--- src/hdl/tmr_pkg.sv ---
// constants, carriers and BCD helpers shared by the timer block
// assumes one 50 MHz clock and control bits from same-clock scan logic
//
// How it works
// down timer input low reloads set value
// input high counts down, done at zero
// timed out holds until relaunch or rewrite
// set value range BCD 9.999 s, binary 65.535 s
// timeout at most one millisecond early
// error flag only for bad BCD set value
// execution refreshes value and done flag
// done flag may lag one scan
// mode change clears unless hold bit set
// power reset leaves value zero, done clear
// reset command loads all nines or ones
// interlock reloads down timer, clears done
// jumped section keeps value and flag
// forcing down timer: set zeroes, reset reloads
// accumulator counts tenths while input high
// accumulator reset clears value and flag
// interlock keeps accumulator state unchanged
// accumulator forcing zeroes value, overrides inputs
// scan must not exceed 100 ms
// user picks slot and legal set value
// shared slots must not run together
// down timer counts one millisecond per step
// down timer slot limited to 0..15
// derive 1 ms and 100 ms ticks
// binary variants never raise error flag

package tmr_pkg;

  localparam int unsigned CLK_HZ = 50_000_000;
  localparam int unsigned CLK_NS = 1_000_000_000 / CLK_HZ;
  localparam int unsigned MS_TICK_NS = 1_000_000;
  localparam int unsigned MS_TICK_CYC = MS_TICK_NS / CLK_NS;
  localparam int unsigned SLOW_TICK_MS = 100;
  localparam int unsigned DIV_W = 16;
  localparam int unsigned SLOW_W = 7;
  localparam int unsigned ELAPSED_W = 8;
  localparam logic [15:0] PV_RESET = 16'h0000;
  localparam logic [15:0] BCD_FULL = 16'h9999;
  localparam logic [15:0] BIN_FULL = 16'hFFFF;

  typedef logic [15:0] tmr_word_t;

  // one timer's command bits as the scan engine presents them
  typedef struct packed {
    logic exec;
    logic timer_in;
    logic bcd_mode;
    logic force_set;
    logic force_reset;
    logic interlock;
    logic jump;
    logic reset_cmd;
    logic reset_in;
  } tmr_ctl_s;

  function automatic logic tmr_bcd_ok(input tmr_word_t w);
    return (w[15:12] < 4'hA) && (w[11:8] < 4'hA) &&
           (w[7:4] < 4'hA) && (w[3:0] < 4'hA);
  endfunction

  function automatic tmr_word_t tmr_bcd2bin(input tmr_word_t w);
    int v;
    v = int'(w[15:12]) * 1000 + int'(w[11:8]) * 100 +
        int'(w[7:4]) * 10 + int'(w[3:0]);
    return tmr_word_t'(v);
  endfunction

  // double dabble; callers keep the value at or below 9999
  function automatic tmr_word_t tmr_bin2bcd(input tmr_word_t b);
    logic [31:0] sh;
    sh = {16'h0000, b};
    for (int i = 0; i < 16; i++) begin
      for (int j = 0; j < 4; j++) begin
        if (sh[16 + 4 * j +: 4] > 4'h4) begin
          sh[16 + 4 * j +: 4] = sh[16 + 4 * j +: 4] + 4'h3;
        end
      end
      sh = {sh[30:0], 1'b0};
    end
    return sh[31:16];
  endfunction

endpackage

--- src/hdl/tmr_elapsed.sv ---
// counts ticks that pass between two executions of one timer
// assumes take is a one-cycle pulse; the count saturates
`timescale 1ns/100ps

module tmr_elapsed import tmr_pkg::*; (
  input wire logic sys_clk,
  input wire logic reset_n,
  input wire logic tick,
  input wire logic take,
  output logic [ELAPSED_W-1:0] count
);

  // tick seen in the taking cycle starts the next span
  always_ff @(posedge sys_clk or negedge reset_n) begin
    if (!reset_n) begin
      count <= '0;
    end else if (take) begin
      count <= {{(ELAPSED_W-1){1'b0}}, tick};
    end else if (tick && !(&count)) begin
      count <= count + 1'b1;
    end
  end

endmodule

--- src/hdl/tmr_tick_div.sv ---
// time base: 1 ms and 100 ms one-cycle enable pulses
// assumes sys_clk at the rate the package names
`timescale 1ns/100ps

module tmr_tick_div import tmr_pkg::*; #(
  parameter int unsigned MS_CYC = MS_TICK_CYC
) (
  input wire logic sys_clk,
  input wire logic reset_n,
  output logic ms_tick,
  output logic slow_tick
);

  localparam logic [DIV_W-1:0] MS_LAST = DIV_W'(MS_CYC - 1);
  localparam logic [SLOW_W-1:0] SLOW_LAST = SLOW_W'(SLOW_TICK_MS - 1);

  logic [DIV_W-1:0] div_ff;
  logic [SLOW_W-1:0] slow_ff;

  // millisecond divider
  always_ff @(posedge sys_clk or negedge reset_n) begin
    if (!reset_n) begin
      div_ff <= '0;
      ms_tick <= 1'b0;
    end else begin
      ms_tick <= (div_ff == MS_LAST);
      div_ff <= (div_ff == MS_LAST) ? '0 : div_ff + 1'b1;
    end
  end

  // tenth-second from millisecond ticks
  always_ff @(posedge sys_clk or negedge reset_n) begin
    if (!reset_n) begin
      slow_ff <= '0;
      slow_tick <= 1'b0;
    end else begin
      slow_tick <= ms_tick && (slow_ff == SLOW_LAST);
      if (ms_tick) begin
        slow_ff <= (slow_ff == SLOW_LAST) ? '0 : slow_ff + 1'b1;
      end
    end
  end

endmodule

--- src/hdl/tmr_top.sv ---
// millisecond down timer and accumulating tenth-second timer
// assumes all controls come from same-clock scan logic, one exec
// pulse per timer per scan, and a scan no longer than 100 ms
`timescale 1ns/100ps

module tmr_top import tmr_pkg::*; #(
  parameter int unsigned MS_CYC = MS_TICK_CYC
) (
  input wire logic sys_clk,
  input wire logic reset_n,
  input wire tmr_ctl_s dn_ctl,
  input wire tmr_word_t dn_set_value,
  input wire logic move_op_wr,
  input wire tmr_word_t move_op_data,
  input wire tmr_ctl_s ac_ctl,
  input wire tmr_word_t ac_set_value,
  input wire logic mode_change,
  input wire logic io_memory_hold_bit,
  output tmr_word_t dn_present_value,
  output logic dn_done,
  output logic dn_error_flag,
  output tmr_word_t ac_present_value,
  output logic ac_done,
  output logic ac_error_flag
);

  ////////////////////////////////////////////////////////////////////
  // time base and per-timer elapsed counters

  logic ms_tick;
  logic slow_tick;
  logic [ELAPSED_W-1:0] dn_elapsed;
  logic [ELAPSED_W-1:0] ac_elapsed;

  tmr_tick_div #(.MS_CYC(MS_CYC)) u_div (
    .sys_clk(sys_clk),
    .reset_n(reset_n),
    .ms_tick(ms_tick),
    .slow_tick(slow_tick)
  );

  // down timer spends millisecond ticks
  tmr_elapsed u_dn_el (
    .sys_clk(sys_clk),
    .reset_n(reset_n),
    .tick(ms_tick),
    .take(dn_ctl.exec),
    .count(dn_elapsed)
  );

  // one scan worth of tenth ticks is normally 0 or 1
  tmr_elapsed u_ac_el (
    .sys_clk(sys_clk),
    .reset_n(reset_n),
    .tick(slow_tick),
    .take(ac_ctl.exec),
    .count(ac_elapsed)
  );

  ////////////////////////////////////////////////////////////////////
  // shared qualifiers

  logic clear_mode;
  logic dn_base;
  logic ac_base;
  logic dn_pend_ff;
  logic dn_in_prev_ff;
  logic ac_pend_ff;

  // hold bit keeps timers across a mode change
  assign clear_mode = mode_change && !io_memory_hold_bit;
  // an execution that no higher-priority event overrides
  assign dn_base = dn_ctl.exec && !clear_mode && !dn_ctl.force_set &&
                   !dn_ctl.force_reset && !dn_ctl.reset_cmd;
  assign ac_base = ac_ctl.exec && !clear_mode && !ac_ctl.force_set &&
                   !ac_ctl.force_reset && !ac_ctl.reset_cmd;

  ////////////////////////////////////////////////////////////////////
  // millisecond down timer

  tmr_word_t dn_cur;
  tmr_word_t dn_rem;
  tmr_word_t dn_cnt;
  tmr_word_t nxt_dn_pv;
  logic nxt_dn_done;

  // remaining time after this scan, in binary then re-encoded
  always_comb begin
    dn_cur = dn_ctl.bcd_mode ? tmr_bcd2bin(dn_present_value)
                             : dn_present_value;
    dn_rem = (dn_cur > {8'h00, dn_elapsed}) ?
             dn_cur - {8'h00, dn_elapsed} : 16'h0000;
    dn_cnt = dn_ctl.bcd_mode ? tmr_bin2bcd(dn_rem) : dn_rem;
  end

  always_comb begin
    nxt_dn_pv = dn_present_value;
    nxt_dn_done = dn_done;
    if (clear_mode) begin
      // mode change clears
      nxt_dn_pv = PV_RESET;
      nxt_dn_done = 1'b0;
    end else if (dn_ctl.force_set) begin
      // forced set
      nxt_dn_pv = PV_RESET;
      nxt_dn_done = 1'b1;
    end else if (dn_ctl.force_reset) begin
      // forced reset
      nxt_dn_pv = dn_set_value;
      nxt_dn_done = 1'b0;
    end else if (dn_ctl.reset_cmd) begin
      // reset command value
      nxt_dn_pv = dn_ctl.bcd_mode ? BCD_FULL : BIN_FULL;
      nxt_dn_done = 1'b0;
    end else if (dn_ctl.exec) begin
      if (dn_ctl.interlock) begin
        // interlock reloads
        nxt_dn_pv = dn_set_value;
        nxt_dn_done = 1'b0;
      end else if (dn_ctl.jump) begin
        // jumped, value and done flag not refreshed
        nxt_dn_pv = dn_present_value;
      end else if (!dn_ctl.timer_in) begin
        // input low reloads
        nxt_dn_pv = dn_set_value;
        nxt_dn_done = 1'b0;
      end else if (dn_pend_ff || !dn_in_prev_ff) begin
        // load set value after command; R02 start of count
        nxt_dn_pv = dn_set_value;
        nxt_dn_done = (dn_set_value == 16'h0000);
      end else begin
        // count down, zero holds and flags done
        nxt_dn_pv = dn_cnt;
        nxt_dn_done = (dn_rem == 16'h0000);
      end
    end else if (move_op_wr) begin
      // a nonzero write relaunches at the next execution
      nxt_dn_pv = move_op_data;
    end
  end

  // power reset leaves zero and done clear
  always_ff @(posedge sys_clk or negedge reset_n) begin
    if (!reset_n) begin
      dn_present_value <= PV_RESET;
      dn_done <= 1'b0;
    end else begin
      dn_present_value <= nxt_dn_pv;
      dn_done <= nxt_dn_done;
    end
  end

  // input history and pending reload; a jumped scan sees neither
  always_ff @(posedge sys_clk or negedge reset_n) begin
    if (!reset_n) begin
      dn_in_prev_ff <= 1'b0;
      dn_pend_ff <= 1'b0;
    end else if (dn_ctl.reset_cmd) begin
      dn_pend_ff <= 1'b1;
    end else if (dn_base && !dn_ctl.jump) begin
      dn_in_prev_ff <= dn_ctl.timer_in && !dn_ctl.interlock;
      dn_pend_ff <= 1'b0;
    end
  end

  // error only for a BCD set value with a bad digit
  always_ff @(posedge sys_clk or negedge reset_n) begin
    if (!reset_n) begin
      dn_error_flag <= 1'b0;
    end else if (dn_ctl.exec) begin
      dn_error_flag <= dn_ctl.bcd_mode && !tmr_bcd_ok(dn_set_value);
    end
  end

  ////////////////////////////////////////////////////////////////////
  // accumulating timer

  tmr_word_t ac_sv_bin;
  tmr_word_t ac_cur;
  logic [16:0] ac_sum;
  tmr_word_t ac_cnt;
  tmr_word_t nxt_ac_pv;
  logic nxt_ac_done;

  // elapsed tenths added in binary, clamped at the set value
  always_comb begin
    ac_sv_bin = ac_ctl.bcd_mode ? tmr_bcd2bin(ac_set_value) : ac_set_value;
    ac_cur = ac_ctl.bcd_mode ? tmr_bcd2bin(ac_present_value)
                             : ac_present_value;
    ac_sum = {1'b0, ac_cur} + {9'h000, ac_elapsed};
    ac_cnt = (ac_sum >= {1'b0, ac_sv_bin}) ? ac_sv_bin : ac_sum[15:0];
  end

  always_comb begin
    nxt_ac_pv = ac_present_value;
    nxt_ac_done = ac_done;
    if (clear_mode) begin
      nxt_ac_pv = PV_RESET;
      nxt_ac_done = 1'b0;
    end else if (ac_ctl.force_set || ac_ctl.force_reset) begin
      // forcing wins over timer and reset inputs
      nxt_ac_pv = PV_RESET;
      nxt_ac_done = ac_ctl.force_set;
    end else if (ac_ctl.reset_cmd) begin
      nxt_ac_pv = ac_ctl.bcd_mode ? BCD_FULL : BIN_FULL;
      nxt_ac_done = 1'b0;
    end else if (ac_ctl.exec && !ac_ctl.interlock && !ac_ctl.jump) begin
      if (ac_ctl.reset_in) begin
        // reset input clears
        nxt_ac_pv = PV_RESET;
        nxt_ac_done = 1'b0;
      end else if (ac_pend_ff) begin
        nxt_ac_pv = ac_set_value;
        nxt_ac_done = 1'b1;
      end else if (ac_ctl.timer_in) begin
        // count up in tenths, done at the set value
        nxt_ac_pv = ac_ctl.bcd_mode ? tmr_bin2bcd(ac_cnt) : ac_cnt;
        nxt_ac_done = (ac_cnt == ac_sv_bin);
      end
    end
  end

  // interlock and jump fall through as a hold
  always_ff @(posedge sys_clk or negedge reset_n) begin
    if (!reset_n) begin
      ac_present_value <= PV_RESET;
      ac_done <= 1'b0;
    end else begin
      ac_present_value <= nxt_ac_pv;
      ac_done <= nxt_ac_done;
    end
  end

  // reload pending after the reset command
  always_ff @(posedge sys_clk or negedge reset_n) begin
    if (!reset_n) begin
      ac_pend_ff <= 1'b0;
    end else if (ac_ctl.reset_cmd) begin
      ac_pend_ff <= 1'b1;
    end else if (ac_base && !ac_ctl.interlock && !ac_ctl.jump) begin
      ac_pend_ff <= 1'b0;
    end
  end

  // accumulator error flag
  always_ff @(posedge sys_clk or negedge reset_n) begin
    if (!reset_n) begin
      ac_error_flag <= 1'b0;
    end else if (ac_ctl.exec) begin
      ac_error_flag <= ac_ctl.bcd_mode && !tmr_bcd_ok(ac_set_value);
    end
  end
endmodule

--- config.mk ---
export PLATFORM = sky130hd
export DESIGN_NAME = tmr_top
export DESIGN_NICKNAME = d
export VERILOG_FILES = /design/src/hdl/tmr_pkg.sv /design/src/hdl/tmr_elapsed.sv /design/src/hdl/tmr_tick_div.sv /design/src/hdl/tmr_top.sv
export SDC_FILE = /design/constraint.sdc
export NUM_CORES = 1
export LEC_CHECK = 0
export ABC_AREA = 0
export BUFFER_PORTS_ARGS = -buffer_cell sky130_fd_sc_hd__buf_2
export CORE_ASPECT_RATIO = 0.6
export CORE_MARGIN = 3
export CORE_UTILIZATION = 35
export CTS_BUF_LIST = sky130_fd_sc_hd__clkbuf_4 sky130_fd_sc_hd__clkbuf_8
export DETAILED_ROUTE_END_ITERATION = 12
export GPL_ROUTABILITY_DRIVEN = 0
export PLACE_DENSITY_LB_ADDON = 0.3
export SYNTH_ARGS = -nofsm -noshare
export SYNTH_HDL_FRONTEND = slang
export SYNTH_HIERARCHICAL = 1
export SYNTH_SLANG_ARGS = --single-unit
--- constraint.sdc ---
create_clock -name sys_clk -period 17.8 [get_ports sys_clk]
set_clock_uncertainty 0.1 [all_clocks]
set_input_delay 3.56 -clock sys_clk [delete_from_list [all_inputs] [get_ports sys_clk]]
set_output_delay 3.56 -clock sys_clk [all_outputs]
set_load 0.05 [all_outputs]
### Word-level counts from Yosys, hierarchy flattened

Cells that the tools add are included.
W data, S select, Z words.

* add/sub/neg operators: 83
* equal/unequal tests: 5
* bitwise operators: 1
* reductions and logical operators: 61
* multiplexer cells: 330
* multiply operators: 9
* order comparisons: 78

Operator list (number)
* $mux W4: 249
* $mux W16: 25
* $gt A4 B3 Y1 const B: 60
* $add A4 B2 Y4 const B: 54
* $mux W3: 29
* $add A15 B8 Y16: 3
* $add A16 B4 Y16: 3
* $add A14 B11 Y15: 3
* $mul A4 B7 Y11 const B: 3
* $logic_not A16 Y1: 2
* $lt A4 B4 Y1 const B: 8
* $mux W8: 4
* $mux W15: 2
* $mul A4 B5 Y9 const B: 3
* $logic_and A1 B1 Y1: 26
* $add A3 B2 Y3 const B: 8
* $add A3 B2 Y4 const B: 6
* $gt A3 B3 Y1 const B: 8
* $mul A4 B3 Y7 const B: 3
* $mux W1: 20
* $add A16 B8 Y17: 1
* $ge A17 B16 Y1: 1
* $logic_not A1 Y1: 17
* $add A16 B1 Y16 const B: 1
* other kinds (18): 28

* logic and storage cells: 582
* output and inout port bits: 36
* register bits: 80

### Depth between registers and ports, before layout

* depth in word-level cells: 126
* depth in mapped cells: 93
* mapped depth without buffers: 89

### Modules after synthesis

The synthesis kept the hierarchy.

By module, submodules not included
* tmr_top: cells an instance 2695, times used 1, area an instance 20467.1 µm², sequential area each 975.9 µm²
* tmr_tick_div: cells an instance 101, times used 1, area an instance 1154.9 µm², sequential area each 625.6 µm²
* tmr_elapsed: cells an instance 50, times used 2, area an instance 478.0 µm², sequential area each 200.2 µm²

### Worst setup path after synthesis

Ideal clock, no wire load.

* path type: input to register
* start: in ac_ctl[6] (netlist bit)
* end: reg ac_present_value[2]
* stages: 78
* required time: 17574 ps
* arrival: 20097 ps
* slack: -2523 ps
* path through: buf_2 buf_1 buf_1 clkbuf_1 buf_1 clkbuf_1 mux2_2 ha_1 a211oi_1 o21bai_1 a21oi_1 o41a_1 a211oi_1 inv_1 ha_1 a21o_1 a211o_1 a21oi_1 (+42 left out) mux2_2 o21a_1 xnor2_1 ha_1 inv_1 a21oi_1 xnor2_1 ha_1 inv_1 a21boi_0 xnor2_1 ha_1 inv_1 a21bo_2 mux2i_1 mux2i_1 o21ai_0 a221o_1

* cells in the longest elaborated chain, start to end: 122

RTL lines
* from (decl): RTL line tmr_top.sv:15 `input wire tmr_ctl_s ac_ctl,`
* $mux W16: RTL line tmr_top.sv:188 `ac_cur = ac_ctl.bcd_mode ? tmr_bcd2bin(ac_present_value)`
* $add A16 B8 Y17: RTL line tmr_top.sv:190 `ac_sum = {1'b0, ac_cur} + {9'h000, ac_elapsed};`
* $ge A17 B16 Y1: RTL line tmr_top.sv:191 `ac_cnt = (ac_sum >= {1'b0, ac_sv_bin}) ? ac_sv_bin : ac_sum[15:0];`
* $mux W16: RTL line tmr_top.sv:191
* $add A3 B2 Y4 / $gt A3 B3 Y1 (equally long branches): RTL line tmr_pkg.sv:79, tmr_pkg.sv:78
* $mux W4: RTL line tmr_pkg.sv:78 `if (sh[16 + 4 * j +: 4] > 4'h4) begin`
* $mux W4: RTL line tmr_top.sv:215 `end else if (ac_ctl.timer_in) begin`
* $mux W4: RTL line tmr_top.sv:212 `end else if (ac_pend_ff) begin`
* (+106 left out)
* $mux W16: RTL line tmr_top.sv:217 `nxt_ac_pv = ac_ctl.bcd_mode ? tmr_bin2bcd(ac_cnt) : ac_cnt;`
* $mux W16: RTL line tmr_top.sv:215
* $mux W16: RTL line tmr_top.sv:212
* $mux W16: RTL line tmr_top.sv:208 `if (ac_ctl.reset_in) begin`
* $mux W16: RTL line tmr_top.sv:207 `end else if (ac_ctl.exec && !ac_ctl.interlock && !ac_ctl.jump) begin`
* $mux W16 (*): RTL line tmr_top.sv:204 `end else if (ac_ctl.reset_cmd) begin`
* $mux W16 (*): RTL line tmr_top.sv:200 `end else if (ac_ctl.force_set || ac_ctl.force_reset) begin`
* $mux W16 (*): RTL line tmr_top.sv:197 `if (clear_mode) begin`
* to (signal assigned): RTL line tmr_top.sv:229 `ac_present_value <= nxt_ac_pv;`
* to (decl): RTL line tmr_top.sv:22 `output tmr_word_t ac_present_value,`

Mark *: on every way between the ends. The rest lies on a longest branch, timed or not. The select of a mux whose other input is x is not followed.
A chain may end at the register's enable or synchronous reset.

### Worst setup path after layout

* start: in ac_set_value[14]
* end: reg ac_present_value[14]

* cells in the longest elaborated chain, start to end: 125

RTL lines
* from (decl): RTL line tmr_top.sv:16 `input wire tmr_word_t ac_set_value,`
* $mul A4 B7 Y11: RTL line tmr_pkg.sv:67 `v = int'(w[15:12]) * 1000 + int'(w[11:8]) * 100 +`
* $add A14 B11 Y15: RTL line tmr_pkg.sv:67
* $add A15 B8 Y16: RTL line tmr_pkg.sv:67
* $add A16 B4 Y16: RTL line tmr_pkg.sv:68 `int'(w[7:4]) * 10 + int'(w[3:0]);`
* $mux W16: RTL line tmr_top.sv:187 `ac_sv_bin = ac_ctl.bcd_mode ? tmr_bcd2bin(ac_set_value) : ac_set_value;`
* $ge A17 B16 Y1: RTL line tmr_top.sv:191
* $mux W16: RTL line tmr_top.sv:191
* $add A3 B2 Y4 / $gt A3 B3 Y1 (equally long branches): RTL line tmr_pkg.sv:79, tmr_pkg.sv:78
* (+109 left out)
* $mux W16: RTL line tmr_top.sv:217
* $mux W16: RTL line tmr_top.sv:215
* $mux W16 (*): RTL line tmr_top.sv:212
* $mux W16 (*): RTL line tmr_top.sv:208
* $mux W16 (*): RTL line tmr_top.sv:207
* $mux W16 (*): RTL line tmr_top.sv:204
* $mux W16 (*): RTL line tmr_top.sv:200
* $mux W16 (*): RTL line tmr_top.sv:197

Marks and branches as above.

==> metrics.log <==
[metrics] outcome: finished, violations left
[metrics] failing checks: setup timing
[metrics] timing-limited maximum frequency: 0.0535 GHz
[metrics] antenna violations before repair: 0
[metrics] transition time at the pin with the least slew margin: 0.974 ns
[metrics] Synth Area per Inst: 7.80 um2
[metrics] busiest layer in global routing: met1
[metrics] drt wl/cell: 17.5 um
[metrics] CTS tree: built
[metrics] post-route minimum period: 18.68 ns
[metrics] vias in the first global route: 22.7k
[metrics] Critical-path top delay cell: or4_4
[metrics] HPWL Detailed: 62500 um
[metrics] met1 demand-to-capacity share in global routing: 37.2%
[metrics] endpoint arrival time on the critical path: 18.90 ns
[metrics] Finished Core Util: 49.3%
[metrics] post-synthesis to final-layout area growth: 38.1%
[metrics] nets in the synthesized netlist: 3303
[metrics] number of distinct standard cells referenced by the synthesized netlist: 133
[metrics] maximum level of the CTS H-tree: 3
[metrics] number of flops mapped to enable cells by yosys: 0
[metrics] proportion of register bits with asynchronous set or reset after synthesis: 100%
[metrics] GR met2 Demand/Resource: 27.7%
[metrics] count of TritonRoute iterations in the first routing pass: 6
[metrics] final max-slew violation count: 0
[metrics] number of nets at the end of the flow: 4011
[metrics] final critical-path setup slack: -0.878 ns
[metrics] via-per-instance ratio: 5.63
[metrics] total count of hold-check failures in the final report: 0
[metrics] wire length after detailed routing: 77900 um
[metrics] CTS buffer count: 9
[metrics] number of synthesis warnings: 6
[metrics] type of the worst setup path: in -> reg
[metrics] CP most frequent cell: ha_4
[metrics] TritonCTS Sinks: 80
[metrics] area inside the core boundary: 63300 um2
[metrics] Final TNS setup: -11.29 ns
[metrics] initial drt markers: 2351
[metrics] CP endpoint kind: register
[metrics] via count: 25.1k
[metrics] overall die height: 203 um
[metrics] max-cap violations: 0
[metrics] met3 layer usage reported by global route: 4.12%
[metrics] share of post-route cells with drive strength above 1: 34.8%
[metrics] I/O pin cnt: 107
[metrics] share of the yosys chip area belonging to registers: 8.87%
[metrics] post-synthesis instance area: 22600 um2
[metrics] Critical Path Source Type: primary input
[metrics] largest net degree at the start of global routing: 58
[metrics] Initial Utilization: 35.7%
[metrics] largest stage delay on the critical path: 0.56 ns
[metrics] count of buffers inserted at the top-level ports: 105
[metrics] synthesized netlist cell count: 2896
[metrics] clock-pin transition on the worst setup and hold timing paths: 0.10 ns
[metrics] worst-skew pair later-pin latency: 0.39 ns
[metrics] filler cell count in the final layout: 6083
[metrics] clock root buffer: clkbuf_8
[metrics] maximum buffer depth of the clock tree: 2
[metrics] wire length of the first global-routing pass: 123000 um
[metrics] count of nets left with antenna violations after detail routing: 0
[metrics] maximum net fanout on the critical path: 6
[metrics] share of the clock period used by the worst path: 105%
[metrics] Row Count: 71
[metrics] final setup violating endpoints: 15
[metrics] Main synth FF type: dfrtp_1
[metrics] endpoint required time on the critical path: 18.03 ns
[metrics] total global routing overflow: 0
[metrics] remaining routing DRC violations: 0
[metrics] DIE AREA: 67700 um2
[metrics] Die W: 334 um
[metrics] Max transition margin: 34.6%
[metrics] unrepaired setup endpoints after global routing: true
[metrics] total of flip-flops plus latches after synthesis: 80
[metrics] type of the worst min-delay path: reg -> reg
[metrics] overall routing resource usage: 21.9%
worst max-delay path: cells and delay by family:
family          cells  cell delay, ns
fa+ha+maj          13            3.74
mux                 5            1.34
buf+inv            12            1.42
compound gates     28            5.57
simple gates       14            2.30
xor+xnor            5            0.95
logic make-up (layout without fill, tap and decap cells):
family                   count (synthesis)  count (layout)  share of synthesized area (%)
AO/OA/AOI/OAI                         1009            1009                           32.3
AND/OR/NAND/NOR                        854             854                           19.5
adder cells (fa/ha/maj)                337             337                           20.4
buffers and inverters                  308            1021                           5.56
XOR/XNOR                               155             155                           6.11
multiplexers                           153             153                           7.22
flip-flops                              80              80                           8.87
other                                    0               1                              0
per-stage QoR:
step / area (um2) / cells / setup WS, ns / hold WS, ns
global route: 31200 / 4448 / -1.52 / 0.431
detailed placement: 28700 / 4337 / -1.45 / 0.386
floorplan: 23300 / 2896 / -0.862 / 0.350
global placement: 28700 / 4337 / -1.31 / 0.366
CTS: 30000 / 4409 / -0.633 / 0.404
finish: 31200 / 4449 / -0.878 / 0.396
synthesized netlist by cell type (all sizes together) (40+ instances only):
master | count | area, um2
and2 | 40 | 250
a21o | 76 | 571
xor2 | 49 | 429
dfrtp | 80 | 2000
ha | 283 | 3540
nor3 | 74 | 397
mux2 | 57 | 661
fa | 53 | 1060
a31oi | 41 | 299
a211oi | 58 | 485
inv | 218 | 818
nor2 | 214 | 806
a21oi | 232 | 1180
nand2 | 182 | 686
xnor2 | 106 | 951
o211ai | 48 | 379
mux2i | 96 | 968
nand3 | 81 | 410
o21ai | 180 | 908
clkbuf | 51 | 193
final cells by class:
cell class / count / area (um2) / area share, %
repair buffers: 783 / 5780 / 18.5
well taps: 839 / 1050 / 3.37
diodes: 1 / 2.50 / 0.00802
clock inverters: 7 / 109 / 0.349
multi-input cells: 2508 / 21300 / 68.2
inverters: 222 / 840 / 2.69
flip-flops and latches: 80 / 2000 / 6.42
clock buffers: 9 / 124 / 0.397
path summary, 6_finish.rpt:
kind,slack (ns),start,cells past startpoint,to
min in group asynchronous,2.95,reset_n,1,u_ac_el/count[6]
setup reg to reg,0.36,ac_present_value[13],82,ac_present_value[14]
hold reg to reg,0.40,ac_done,2,ac_done
max in group asynchronous,13.57,reset_n,2,dn_present_value[14]
hold / removal,0.40,ac_done,2,ac_done
setup / recovery,-0.88,ac_set_value[14],77,ac_present_value[14]
timing repair:
item / in CTS / in global routing
pin swaps: 103 / 110
gates resized for setup: 125 / 195
setup endpoints to repair: 20 / 30
setup buffers: 59 / 41
hold buffers: 0 / 0
per-layer routing:
metal,vias up,share of wire [%]
met1,11900,54
met2,782,37
li1,12400,-
met4,0,0.71
met5,-,0
met3,34,8.2
layout by cell type, fill, tap and decap left out, types with 32 or more instances in the layout:
cell type | netlist | routed
nor3_1 | 70 | 57
fa_1 | 53 | 52
mux2_2 | 51 | 42
buf_2 | 18 | 100
a21o_1 | 76 | 76
nand4_1 | 33 | 33
a31oi_1 | 37 | 33
and2_1 | 40 | 34
dfrtp_1 | 80 | 80
buf_4 | 2 | 654
nand3_1 | 80 | 69
a211oi_1 | 48 | 39
mux2i_1 | 94 | 81
ha_1 | 283 | 237
xor2_1 | 49 | 41
o21ai_0 | 138 | 113
xnor2_1 | 103 | 87
a21oi_1 | 228 | 191
inv_1 | 217 | 198
a21oi_2 | 4 | 32
nand2b_1 | 32 | 32
o21ai_1 | 40 | 43
nor2_1 | 213 | 199
nand2_1 | 181 | 177
o211ai_1 | 46 | 46
flip-flops by register name, indices dropped and copies added (netlist names):
register,flops
ac_present_value,16
dn_present_value,16
u_div/div_ff,16
u_ac_el/count,8
u_dn_el/count,8
u_div/slow_ff,7
ac_done,1
ac_error_flag,1
ac_pend_ff,1
dn_done,1
dn_error_flag,1
dn_in_prev_ff,1
dn_pend_ff,1
u_div/ms_tick,1
u_div/slow_tick,1
Power is not shown: default switching activity piles up to over one toggle a cycle in this logic, so the estimate is an artifact.
